===== src/canifc_pkg.sv =====
// Package for the CAN interrupt and FIFO control block.
// Assumes one clock domain and a plain strobe register port.
package canifc_pkg;

	// Register byte offsets
	localparam logic [7:0] CANIFC_INT_OFS   = 8'h00;
	localparam logic [7:0] CANIFC_MAIN_OFS  = 8'h04;
	localparam logic [7:0] CANIFC_FIFO_OFS  = 8'h40;
	localparam int         CANIFC_NFIFO     = 16;

	// Interrupt register: enables in the upper half, flags in the lower
	localparam int CANIFC_IE_HI = 27;
	localparam int CANIFC_IE_LO = 16;
	localparam int CANIFC_IF_HI = 11;
	localparam int CANIFC_IF_LO = 0;
	localparam int CANIFC_NSRC  = 9;

	// Source indices inside the internal flag and enable vectors
	localparam int SRC_INVALID  = 8;
	localparam int SRC_WAKEUP   = 7;
	localparam int SRC_BUS_ERR  = 6;
	localparam int SRC_SYS_ERR  = 5;
	localparam int SRC_RX_OVF   = 4;
	localparam int SRC_MODE     = 3;
	localparam int SRC_TSTAMP   = 2;
	localparam int SRC_RX_BUF   = 1;
	localparam int SRC_TX_BUF   = 0;
	localparam logic [8:0] CANIFC_SRC_RST = 9'h000;

	// Main control register
	localparam int         CANIFC_ON_BIT     = 15;
	localparam int         CANIFC_OPMODE_HI  = 23;
	localparam int         CANIFC_OPMODE_LO  = 21;
	localparam logic [2:0] CANIFC_OPMODE_CFG = 3'h4;
	localparam logic [2:0] CANIFC_OPMODE_RST = 3'h4;
	localparam logic       CANIFC_ON_RST     = 1'b0;

	// FIFO control register fields
	localparam int CANIFC_F_DIR  = 7;
	localparam int CANIFC_F_ABAT = 6;
	localparam int CANIFC_F_LARB = 5;
	localparam int CANIFC_F_ERR  = 4;
	localparam int CANIFC_F_REQ  = 3;
	localparam int CANIFC_F_RTR  = 2;
	localparam int CANIFC_F_PRHI = 1;
	localparam int CANIFC_F_PRLO = 0;
	localparam logic [7:0] CANIFC_FIFO_RST = 8'h00;

	// Events from the protocol engine, one-cycle pulses
	typedef struct packed {
		logic invalid_msg;
		logic bus_activity;
		logic bus_error;
		logic system_error;
		logic rx_overflow;
		logic timestamp;
		logic rx_buffer;
		logic tx_buffer;
	} canifc_core_evt_s;

	typedef struct packed {
		logic fifo_reset;
		logic tx_all_done;
		logic tx_aborted;
		logic lost_arb;
		logic tx_error;
		logic rtr_rx;
	} canifc_fifo_evt_s;

endpackage


===== src/canifc_fifo_ctl.sv =====
// One FIFO control register with its status and send-request logic.
// Assumes evt pulses come from the protocol engine in the mclk domain.
`timescale 1ns/100ps
`default_nettype none
module canifc_fifo_ctl
	import canifc_pkg::*;
(
	input  wire logic             mclk,
	input  wire logic             sys_rst,
	input  wire logic             wr,
	input  wire logic             rd,
	input  wire logic [7:0]       wdata,
	input  wire logic             cfg_mode,
	input  wire canifc_fifo_evt_s evt,
	output logic [7:0]            rvalue,
	output logic                  send_req,
	output logic                  dir,
	output logic [1:0]            prio,
	output logic                  abort_req
);
	logic abat_reg;
	logic larb_reg;
	logic err_reg;
	logic rtr_reg;

	// Configuration-only bits
	always_ff @(posedge mclk) begin
		if (sys_rst) begin
			dir     <= 1'b0;
			rtr_reg <= 1'b0;
			prio    <= 2'h0;
		end else if (wr && cfg_mode) begin
			dir     <= wdata[CANIFC_F_DIR];
			rtr_reg <= wdata[CANIFC_F_RTR];
			prio    <= wdata[CANIFC_F_PRHI:CANIFC_F_PRLO];
		end
	end

	// Setting beats completion; a receive FIFO never keeps a request
	always_ff @(posedge mclk) begin
		if (sys_rst || evt.fifo_reset) begin
			send_req <= 1'b0;
		end else if (dir && ((wr && wdata[CANIFC_F_REQ]) ||
				(evt.rtr_rx && rtr_reg))) begin
			send_req <= 1'b1;
		end else if (!dir || evt.tx_all_done || evt.tx_aborted) begin
			send_req <= 1'b0;
		end
	end

	// One-cycle pulse; the request bit waits for the engine's answer
	always_ff @(posedge mclk) begin
		if (sys_rst) begin
			abort_req <= 1'b0;
		end else begin
			abort_req <= dir && wr && !wdata[CANIFC_F_REQ] && send_req;
		end
	end

	always_ff @(posedge mclk) begin
		if (sys_rst || evt.fifo_reset) begin
			abat_reg <= 1'b0;
		end else if (evt.tx_aborted) begin
			abat_reg <= 1'b1;
		end else if (evt.tx_all_done) begin
			abat_reg <= 1'b0;
		end
	end

	// Read clear loses to a new event
	always_ff @(posedge mclk) begin
		if (sys_rst || evt.fifo_reset) begin
			larb_reg <= 1'b0;
			err_reg  <= 1'b0;
		end else begin
			larb_reg <= evt.lost_arb || (larb_reg && !rd);
			err_reg  <= evt.tx_error || (err_reg && !rd);
		end
	end

	assign rvalue = {dir, abat_reg, larb_reg, err_reg,
		send_req, rtr_reg, prio};

	a_rx_req_ignored: assert property (@(posedge mclk) disable iff (sys_rst)
		!dir && !evt.fifo_reset |=> !send_req)
		else $error("send request set in a receive FIFO");

	a_larb_rd_clear: assert property (@(posedge mclk) disable iff (sys_rst)
		rd && !evt.lost_arb |=> !larb_reg)
		else $error("lost arbitration not cleared by read");

	a_abort_on_zero: assert property (@(posedge mclk) disable iff (sys_rst)
		dir && send_req && wr && !wdata[CANIFC_F_REQ] |=> abort_req)
		else $error("abort not requested on send request clear");

endmodule // canifc_fifo_ctl
`default_nettype wire


===== src/canifc_top.sv =====
// CAN interrupt register, main control and per-FIFO control registers.
// Assumes a one-cycle strobe register port and engine events on mclk.
//
// Chosen here: the plain strobed port and the register addresses.
`timescale 1ns/100ps
`default_nettype none
module canifc_top
	import canifc_pkg::*;
#(
	parameter int NFIFO = CANIFC_NFIFO,
	parameter int IW    = $clog2(NFIFO)
)(
	input  wire logic                          mclk,
	input  wire logic                          sys_rst,
	input  wire logic [7:0]                    reg_addr,
	input  wire logic [31:0]                   reg_wdata,
	input  wire logic                          reg_wr,
	input  wire logic                          reg_rd,
	output logic [31:0]                        reg_rdata,
	input  wire canifc_core_evt_s              core_evt,
	input  wire canifc_fifo_evt_s [NFIFO-1:0]  fifo_evt,
	output logic                               can_irq,
	output logic                               module_on,
	output logic [2:0]                         operating_mode_field,
	output logic [NFIFO-1:0]                   fifo_direction_select,
	output logic [NFIFO-1:0]                   send_request,
	output logic [NFIFO-1:0]                   abort_request,
	output logic                               tx_pending,
	output logic [IW-1:0]                      tx_fifo_sel,
	output logic [1:0]                         tx_fifo_prio
);
	logic [CANIFC_NSRC-1:0] flag_reg;
	logic [CANIFC_NSRC-1:0] flag_next;
	logic [CANIFC_NSRC-1:0] en_reg;
	logic [CANIFC_NSRC-1:0] hw_set;
	logic [CANIFC_NSRC-1:0] wr_flags;
	logic [CANIFC_NSRC-1:0] wr_ens;
	logic                   int_sel;
	logic                   main_sel;
	logic                   fifo_sel;
	logic [7:0]             fifo_ofs;
	logic [IW-1:0]          fifo_idx;
	logic                   mode_change;
	logic                   turn_off;
	logic                   cfg_mode;
	logic [31:0]            int_value;
	logic [31:0]            main_value;
	logic [31:0]            rdata_next;
	logic [7:0]             fifo_rvalue [NFIFO];
	logic [1:0]             fifo_prio [NFIFO];
	logic                   pend_next;
	logic [IW-1:0]          sel_next;
	logic [1:0]             best_next;

	// Address decode
	assign fifo_ofs = reg_addr - CANIFC_FIFO_OFS;
	assign int_sel  = (reg_addr == CANIFC_INT_OFS);
	assign main_sel = (reg_addr == CANIFC_MAIN_OFS);
	assign fifo_idx = fifo_ofs[IW+1:2];
	assign fifo_sel = (reg_addr >= CANIFC_FIFO_OFS) &&
		(fifo_ofs[1:0] == 2'h0) &&
		(({24'h0, fifo_ofs} >> 2) < 32'(NFIFO));

	assign cfg_mode = (operating_mode_field == CANIFC_OPMODE_CFG);

	// Software view of the sparse flag and enable fields
	assign wr_flags = {reg_wdata[15:CANIFC_IF_HI], reg_wdata[3:CANIFC_IF_LO]};
	assign wr_ens   = {reg_wdata[31:CANIFC_IE_HI], reg_wdata[19:CANIFC_IE_LO]};

	// Main control: on bit and operating mode
	always_ff @(posedge mclk) begin
		if (sys_rst) begin
			module_on            <= CANIFC_ON_RST;
			operating_mode_field <= CANIFC_OPMODE_RST;
		end else if (reg_wr && main_sel) begin
			module_on            <= reg_wdata[CANIFC_ON_BIT];
			operating_mode_field <=
				reg_wdata[CANIFC_OPMODE_HI:CANIFC_OPMODE_LO];
		end
	end

	assign mode_change = reg_wr && main_sel && (operating_mode_field !=
		reg_wdata[CANIFC_OPMODE_HI:CANIFC_OPMODE_LO]);
	assign turn_off = reg_wr && main_sel && module_on &&
		!reg_wdata[CANIFC_ON_BIT];

	// Hardware events in source order
	always_comb begin
		hw_set               = '0;
		hw_set[SRC_INVALID]  = core_evt.invalid_msg;
		hw_set[SRC_WAKEUP]   = core_evt.bus_activity;
		hw_set[SRC_BUS_ERR]  = core_evt.bus_error;
		hw_set[SRC_SYS_ERR]  = core_evt.system_error;
		hw_set[SRC_RX_OVF]   = core_evt.rx_overflow;
		hw_set[SRC_MODE]     = mode_change;
		hw_set[SRC_TSTAMP]   = core_evt.timestamp;
		hw_set[SRC_RX_BUF]   = core_evt.rx_buffer;
		hw_set[SRC_TX_BUF]   = core_evt.tx_buffer;
	end

	// Set wins over a write in the same cycle
	always_comb begin
		flag_next = flag_reg;
		if (reg_wr && int_sel) begin
			flag_next = wr_flags;
			flag_next[SRC_SYS_ERR] = flag_reg[SRC_SYS_ERR];
		end
		if (turn_off) begin
			flag_next[SRC_SYS_ERR] = 1'b0;
		end
		flag_next = flag_next | hw_set;
	end

	always_ff @(posedge mclk) begin
		if (sys_rst) begin
			flag_reg <= CANIFC_SRC_RST;
		end else begin
			flag_reg <= flag_next;
		end
	end

	always_ff @(posedge mclk) begin
		if (sys_rst) begin
			en_reg <= CANIFC_SRC_RST;
		end else if (reg_wr && int_sel) begin
			en_reg <= wr_ens;
		end
	end

	// Registered so the line never glitches
	always_ff @(posedge mclk) begin
		if (sys_rst) begin
			can_irq <= 1'b0;
		end else begin
			can_irq <= |(flag_reg & en_reg);
		end
	end

	// Unused positions forced to zero
	assign int_value = {en_reg[8:4], 7'h00, en_reg[3:0],
		flag_reg[8:4], 7'h00, flag_reg[3:0]};
	assign main_value = {8'h00, operating_mode_field, 5'h00,
		module_on, 15'h0000};

	// FIFO control instances
	genvar g;
	generate
		for (g = 0; g < NFIFO; g++) begin : g_fifo
			canifc_fifo_ctl u_fifo (
				.mclk      (mclk),
				.sys_rst   (sys_rst),
				.wr        (reg_wr && fifo_sel && (fifo_idx == IW'(g))),
				.rd        (reg_rd && fifo_sel && (fifo_idx == IW'(g))),
				.wdata     (reg_wdata[7:0]),
				.cfg_mode  (cfg_mode),
				.evt       (fifo_evt[g]),
				.rvalue    (fifo_rvalue[g]),
				.send_req  (send_request[g]),
				.dir       (fifo_direction_select[g]),
				.prio      (fifo_prio[g]),
				.abort_req (abort_request[g])
			);
		end
	endgenerate

	// Highest priority wins, lowest index breaks a tie
	always_comb begin
		pend_next = 1'b0;
		sel_next  = '0;
		best_next = 2'h0;
		for (int i = 0; i < NFIFO; i++) begin
			if (send_request[i] && fifo_direction_select[i] &&
					(!pend_next || fifo_prio[i] > best_next)) begin
				pend_next = 1'b1;
				sel_next  = IW'(i);
				best_next = fifo_prio[i];
			end
		end
	end

	always_ff @(posedge mclk) begin
		if (sys_rst) begin
			tx_pending   <= 1'b0;
			tx_fifo_sel  <= '0;
			tx_fifo_prio <= 2'h0;
		end else begin
			tx_pending   <= pend_next;
			tx_fifo_sel  <= sel_next;
			tx_fifo_prio <= best_next;
		end
	end

	// Read mux; unmapped addresses answer zero
	always_comb begin
		rdata_next = 32'h0000_0000;
		if (int_sel) begin
			rdata_next = int_value;
		end else if (main_sel) begin
			rdata_next = main_value;
		end else if (fifo_sel) begin
			rdata_next = {24'h00_0000, fifo_rvalue[fifo_idx]};
		end
	end

	// Data stands only in the cycle after the strobe
	always_ff @(posedge mclk) begin
		if (sys_rst) begin
			reg_rdata <= 32'h0000_0000;
		end else if (reg_rd) begin
			reg_rdata <= rdata_next;
		end else begin
			reg_rdata <= 32'h0000_0000;
		end
	end

	a_invalid_flag_set: assert property (@(posedge mclk) disable iff (sys_rst)
		core_evt.invalid_msg |=> flag_reg[SRC_INVALID])
		else $error("invalid message flag not set");

	a_wake_irq_path: assert property (@(posedge mclk) disable iff (sys_rst)
		core_evt.bus_activity && en_reg[SRC_WAKEUP] &&
		!(reg_wr && int_sel) |=> ##1 can_irq)
		else $error("wake-up did not raise the interrupt");

	a_irq_masked: assert property (@(posedge mclk) disable iff (sys_rst)
		(flag_reg & en_reg) == '0 |=> !can_irq)
		else $error("interrupt without enabled flag");

	a_bus_err_irq: assert property (@(posedge mclk) disable iff (sys_rst)
		flag_reg[SRC_BUS_ERR] && en_reg[SRC_BUS_ERR] |=> can_irq)
		else $error("bus error interrupt missing");

	a_sys_err_hold: assert property (@(posedge mclk) disable iff (sys_rst)
		flag_reg[SRC_SYS_ERR] && !turn_off |=> flag_reg[SRC_SYS_ERR])
		else $error("system error flag cleared without off");

	a_sys_err_off: assert property (@(posedge mclk) disable iff (sys_rst)
		turn_off && !core_evt.system_error |=> !flag_reg[SRC_SYS_ERR])
		else $error("system error flag kept after off");

	a_unused_zero: assert property (@(posedge mclk) disable iff (sys_rst)
		reg_rd && int_sel |=>
		reg_rdata[26:20] == 7'h00 && reg_rdata[10:4] == 7'h00)
		else $error("unused interrupt bits read nonzero");

	a_mode_flag_set: assert property (@(posedge mclk) disable iff (sys_rst)
		mode_change |=> flag_reg[SRC_MODE])
		else $error("mode change flag not set");

	a_tx_sel_valid: assert property (@(posedge mclk) disable iff (sys_rst)
		send_request[0] && fifo_direction_select[0] |=>
		tx_pending && tx_fifo_prio >= $past(fifo_prio[0]))
		else $error("transmit selection lost");

	a_cfg_lock: assert property (@(posedge mclk) disable iff (sys_rst)
		!cfg_mode |=> $stable(fifo_direction_select))
		else $error("direction changed outside configuration mode");

endmodule // canifc_top
`default_nettype wire


===== config.mk =====
export PLATFORM = sky130hd
export DESIGN_NAME = canifc_top
export DESIGN_NICKNAME = d
export VERILOG_FILES = /design/src/canifc_pkg.sv /design/src/canifc_fifo_ctl.sv /design/src/canifc_top.sv
export SDC_FILE = /design/constraint.sdc
export NUM_CORES = 1
export LEC_CHECK = 0
export BUFFER_PORTS_ARGS = -buffer_cell sky130_fd_sc_hd__buf_2
export CAP_MARGIN = 20
export CELL_PAD_IN_SITES_DETAIL_PLACEMENT = 0
export CELL_PAD_IN_SITES_GLOBAL_PLACEMENT = 1
export CORE_UTILIZATION = 42
export CTS_BUF_LIST = sky130_fd_sc_hd__clkbuf_4 sky130_fd_sc_hd__clkbuf_8
export DETAILED_ROUTE_END_ITERATION = 6
export PLACE_DENSITY_LB_ADDON = 0.1
export SYNTH_ARGS = -nofsm -noshare
export SYNTH_HDL_FRONTEND = slang
export SYNTH_SLANG_ARGS = --single-unit

===== constraint.sdc =====
create_clock -name mclk -period 24.3 [get_ports mclk]
set_input_delay 2.43 -clock mclk [delete_from_list [all_inputs] [get_ports mclk]]
set_output_delay 2.43 -clock mclk [all_outputs]
set_load 0.05 [all_outputs]

==> reports/results.tsv <==
stage	metric	value	unit
power_and_ir_drop	internal_power	0.0004485	W
cts	insertion_delay	480	ps
yosys	synthMuxAreaShare	16.27	%
floorplanning	rows	56	
finish	drive_above_1_share	25.27	%
yosys	synth.top_cells.by_count	199 x dfxtp_1, 122 x nor2_1, 104 x nand2_1, 84 x a21oi_1, 70 x nor3_1	
min_path	hold_end	en_reg[5]	
timing	worst_slack	4509	ps
yosys	synth_area	10020	µm²
yosys	synth-edff-count	0	
setup_path	reg2reg_depth	88	
yosys	synthFlopType	dfxtp_1	
timing	slew-limit-headroom	25.80	%
cts	cts_setup_buffers	0	
yosys	synth_cells	1116	
route	wl_per_cell	18.84	µm
placed_design	placed_cell_area	11000	µm²
setup_path	r2r_slack	4510	ps
min_path	hold_start	en_reg[5]	
global_route	grt_pass1_vias	8222	
timing	timing.final.crit_share	81.44	%
finish	fin_nets	1432	
floorplanning	initial_core_util	42.82	%
route	first_iter_violations	558	
setup_path	cp_slowest_cell	dfxtp_1	
yosys	synth_top_area_share	39.76	%
setup_path	worstReg2RegEnd	tx_fifo_prio[0]	
power_and_ir_drop	power.density	53.62	nW/µm²
timing	timing.hold.ws	470.9	ps
finish	largest_reg_flops	32	
power_and_ir_drop	clockPowerShare	37.8	%
yosys	ys_seq_area_share	39.76	%
yosys	synth_xor_area_share	0.2622	%
route	drtPass1Iterations	6	
global_route	grt_usage	25.24	%
finish	fin_area	11440	µm²
cts	ctsResizeCount	0	
global_route	grt_pass1_wl	46510	µm
setup_path	start_kind	flip-flop	
setup_path	cp-end-kind	flip-flop	
timing	max_freq	50.53	MHz
timing	min_period	19790	ps
finish	top_register	g_fifo.u_fifo.prio	
placed_design	hpwl	22470	µm
timing	setup_violations	0	
yosys	synth-compound-area-share	12.69	%
route	wirelength	30060	µm
global_route	antenna_found_initial	2	
placed_design	io_buffers	221	
yosys	yosysTopAreaCell	dfxtp_1	
route	antenna_left	0	
cts	cts_tree	yes	
setup_path	worstPathRequired	24660	ps
yosys	synth_area_per_cell	8.979	µm²
global_route	grt_overflow	0	
floorplanning	ioPinCount	240	
floorplanning	coreArea	23400	µm²
cts	max-clock-path-buffers	2	
route	num_vias	8637	
power_and_ir_drop	switchingPower	0.0001646	W
power_and_ir_drop	vdd_drop_max	0.03181	mV
yosys	ys_types	64	
cts	ctsHoldBuffers	0	
cts	clk_pin_slew	110	ps
cts	cts-root-buf	clkbuf_8	
floorplanning	dieArea	24480	µm²
setup_path	crit_fanout	9	
yosys	synth_top_family_by_area	simple AND/OR/NAND/NOR gates	
timing	rsz0062_at_grt	false	
yosys	ys_ff_latch	199	
cts	clock_sinks	199	
yosys	synth_area_leaders	dfxtp_1 40%, mux4_2 9.0%, mux2i_1 6.5%	
setup_path	arrival	20150	ps
setup_path	worstSetupPathType	flip-flop to flip-flop	
cts	htreeDepth	4	
yosys	synth_fa_ha_area_share	3.072	%
timing	fin_skew	18.68	ps
finish	reg.largest.list	g_fifo.u_fifo.prio x32, reg_rdata x25	
finish	nFillCells	2343	
global_route	grt_start_max_net_pins	99	
timing	finalHoldViolations	0	
setup_path	critical-path-max-stage-delay	490	ps
power_and_ir_drop	p_leak	4.716	nW
yosys	ys_warn_count	0	
route	drcViolationCount	0	
floorplanning	die_w	156.5	µm
yosys	async_flop_share	0	%
power_and_ir_drop	sequentialPowerShare	54.4	%
placed_design	pre_cts_ws	4587	ps
outcome	outcome	completed	
power_and_ir_drop	comb_power_share	7.8	%
yosys	synth_most_common_cell	dfxtp_1	
min_path	min_delay_path_depth	2	
placed_design	gp_congestion	0.8288	
route	viasPerCell	5.415	
setup_path	cpMostUsedCell	ha_1	
timing	slew_viol_final	0	
min_path	hold_path.class	flip-flop to flip-flop	
finish	area_growth_syn_to_layout	14.12	%
setup_path	r2r-start	g_fifo[0].u_fifo.dir	
timing	fin_tns_setup	0	ps
run	maxCapViolCount	0	
yosys	synth-simple-area-share	19.75	%
timing	worst_pin_slew	1113	ps
cts	cts_buffers	17	
power_and_ir_drop	power	0.0006132	W
floorplanning	fp.dieH	156.5	µm
power_and_ir_drop	switching_share	26.85	%
final cells by class:
type	count	area (µm²)	share of cell area (%)
Antenna cell	2	5.005	0.04376
Clock inverter	14	182.7	1.597
Multi-Input combinational cell	760	5246	45.88
Sequential cell	199	3984	34.84
Tap cell	319	399.1	3.490
Timing Repair Buffer	229	1169	10.22
Clock buffer	18	247.7	2.166
Inverter	54	202.7	1.772
worst max path at each step:
stage | from | endpoint | slack [ps] | depth (start not counted)
CTS | g_fifo[0].u_fifo.dir | tx_fifo_sel[2] | 4500 | 87
global route | g_fifo[0].u_fifo.dir | tx_fifo_sel[3] | 3030 | 89
floorplan | g_fifo[0].u_fifo.dir | tx_fifo_prio[0] | 6580 | 89
detailed placement | g_fifo[0].u_fifo.dir | tx_fifo_prio[0] | 4590 | 88
global placement | g_fifo[0].u_fifo.dir | tx_fifo_sel[2] | 4570 | 87
finish | g_fifo[0].u_fifo.dir | tx_fifo_prio[0] | 4510 | 88
power groups by stage:
stage	logic, W	clock network [W]	registers, W
2_1_floorplan	0.0000275	0	0.000340
3_3_place_gp	0.0000476	0	0.000341
3_5_place_dp	0.0000480	0	0.000341
4_1_cts	0.0000481	0.000237	0.000334
5_1_grt	0.0000520	0.000250	0.000334
6_report	0.0000479	0.000232	0.000334
layer usage:
metal / vias up / track usage [%] / routed length, µm
li1: 4214 / - / -
met1: 4154 / 32.97 / 13740
met2: 233 / 42.45 / 14470
met3: 36 / 4.320 / 1261
met4: 0 / 7.750 / 586
met5: - / 0 / 0
layout by cell type (no fill, tap or decap), drive strengths merged, types with 18 or more instances in the layout:
cell type,instances
and2,24
nor3,70
nand2,105
a31oi,26
o21ai,19
nor2,122
clkbuf,18
mux4,40
mux2i,65
nand3,29
dfxtp,199
a21oi,84
ha,23
buf,229
inv,60
kinds of logic (layout without fill, tap and decap cells):
family | after synthesis | after routing
buffers and inverters | 163 | 315
XOR/XNOR | 3 | 3
AND/OR/NAND/NOR | 418 | 418
other | 1 | 9
AO/OA/AOI/OAI | 196 | 196
multiplexers | 111 | 111
flip-flops | 199 | 199
adder cells (fa/ha/maj) | 25 | 25
stage by stage:
stage / std cells / utilization [%]
floorplan: 1122 / -
global placement: 1561 / 47.01
detailed placement: 1561 / 47.01
CTS: 1593 / 48.85
global route: 1595 / 48.87
finish: 1595 / 48.87
critical path: cells and delay by family, from the launching register on:
kind            cells  cell delay (ps)
compound gates     37             8470
fa+ha+maj          17             4740
buf+inv             1               90
flops               1              490
mux                 6             2210
simple gates       27             3660
(Power assumes the default switching activity.)
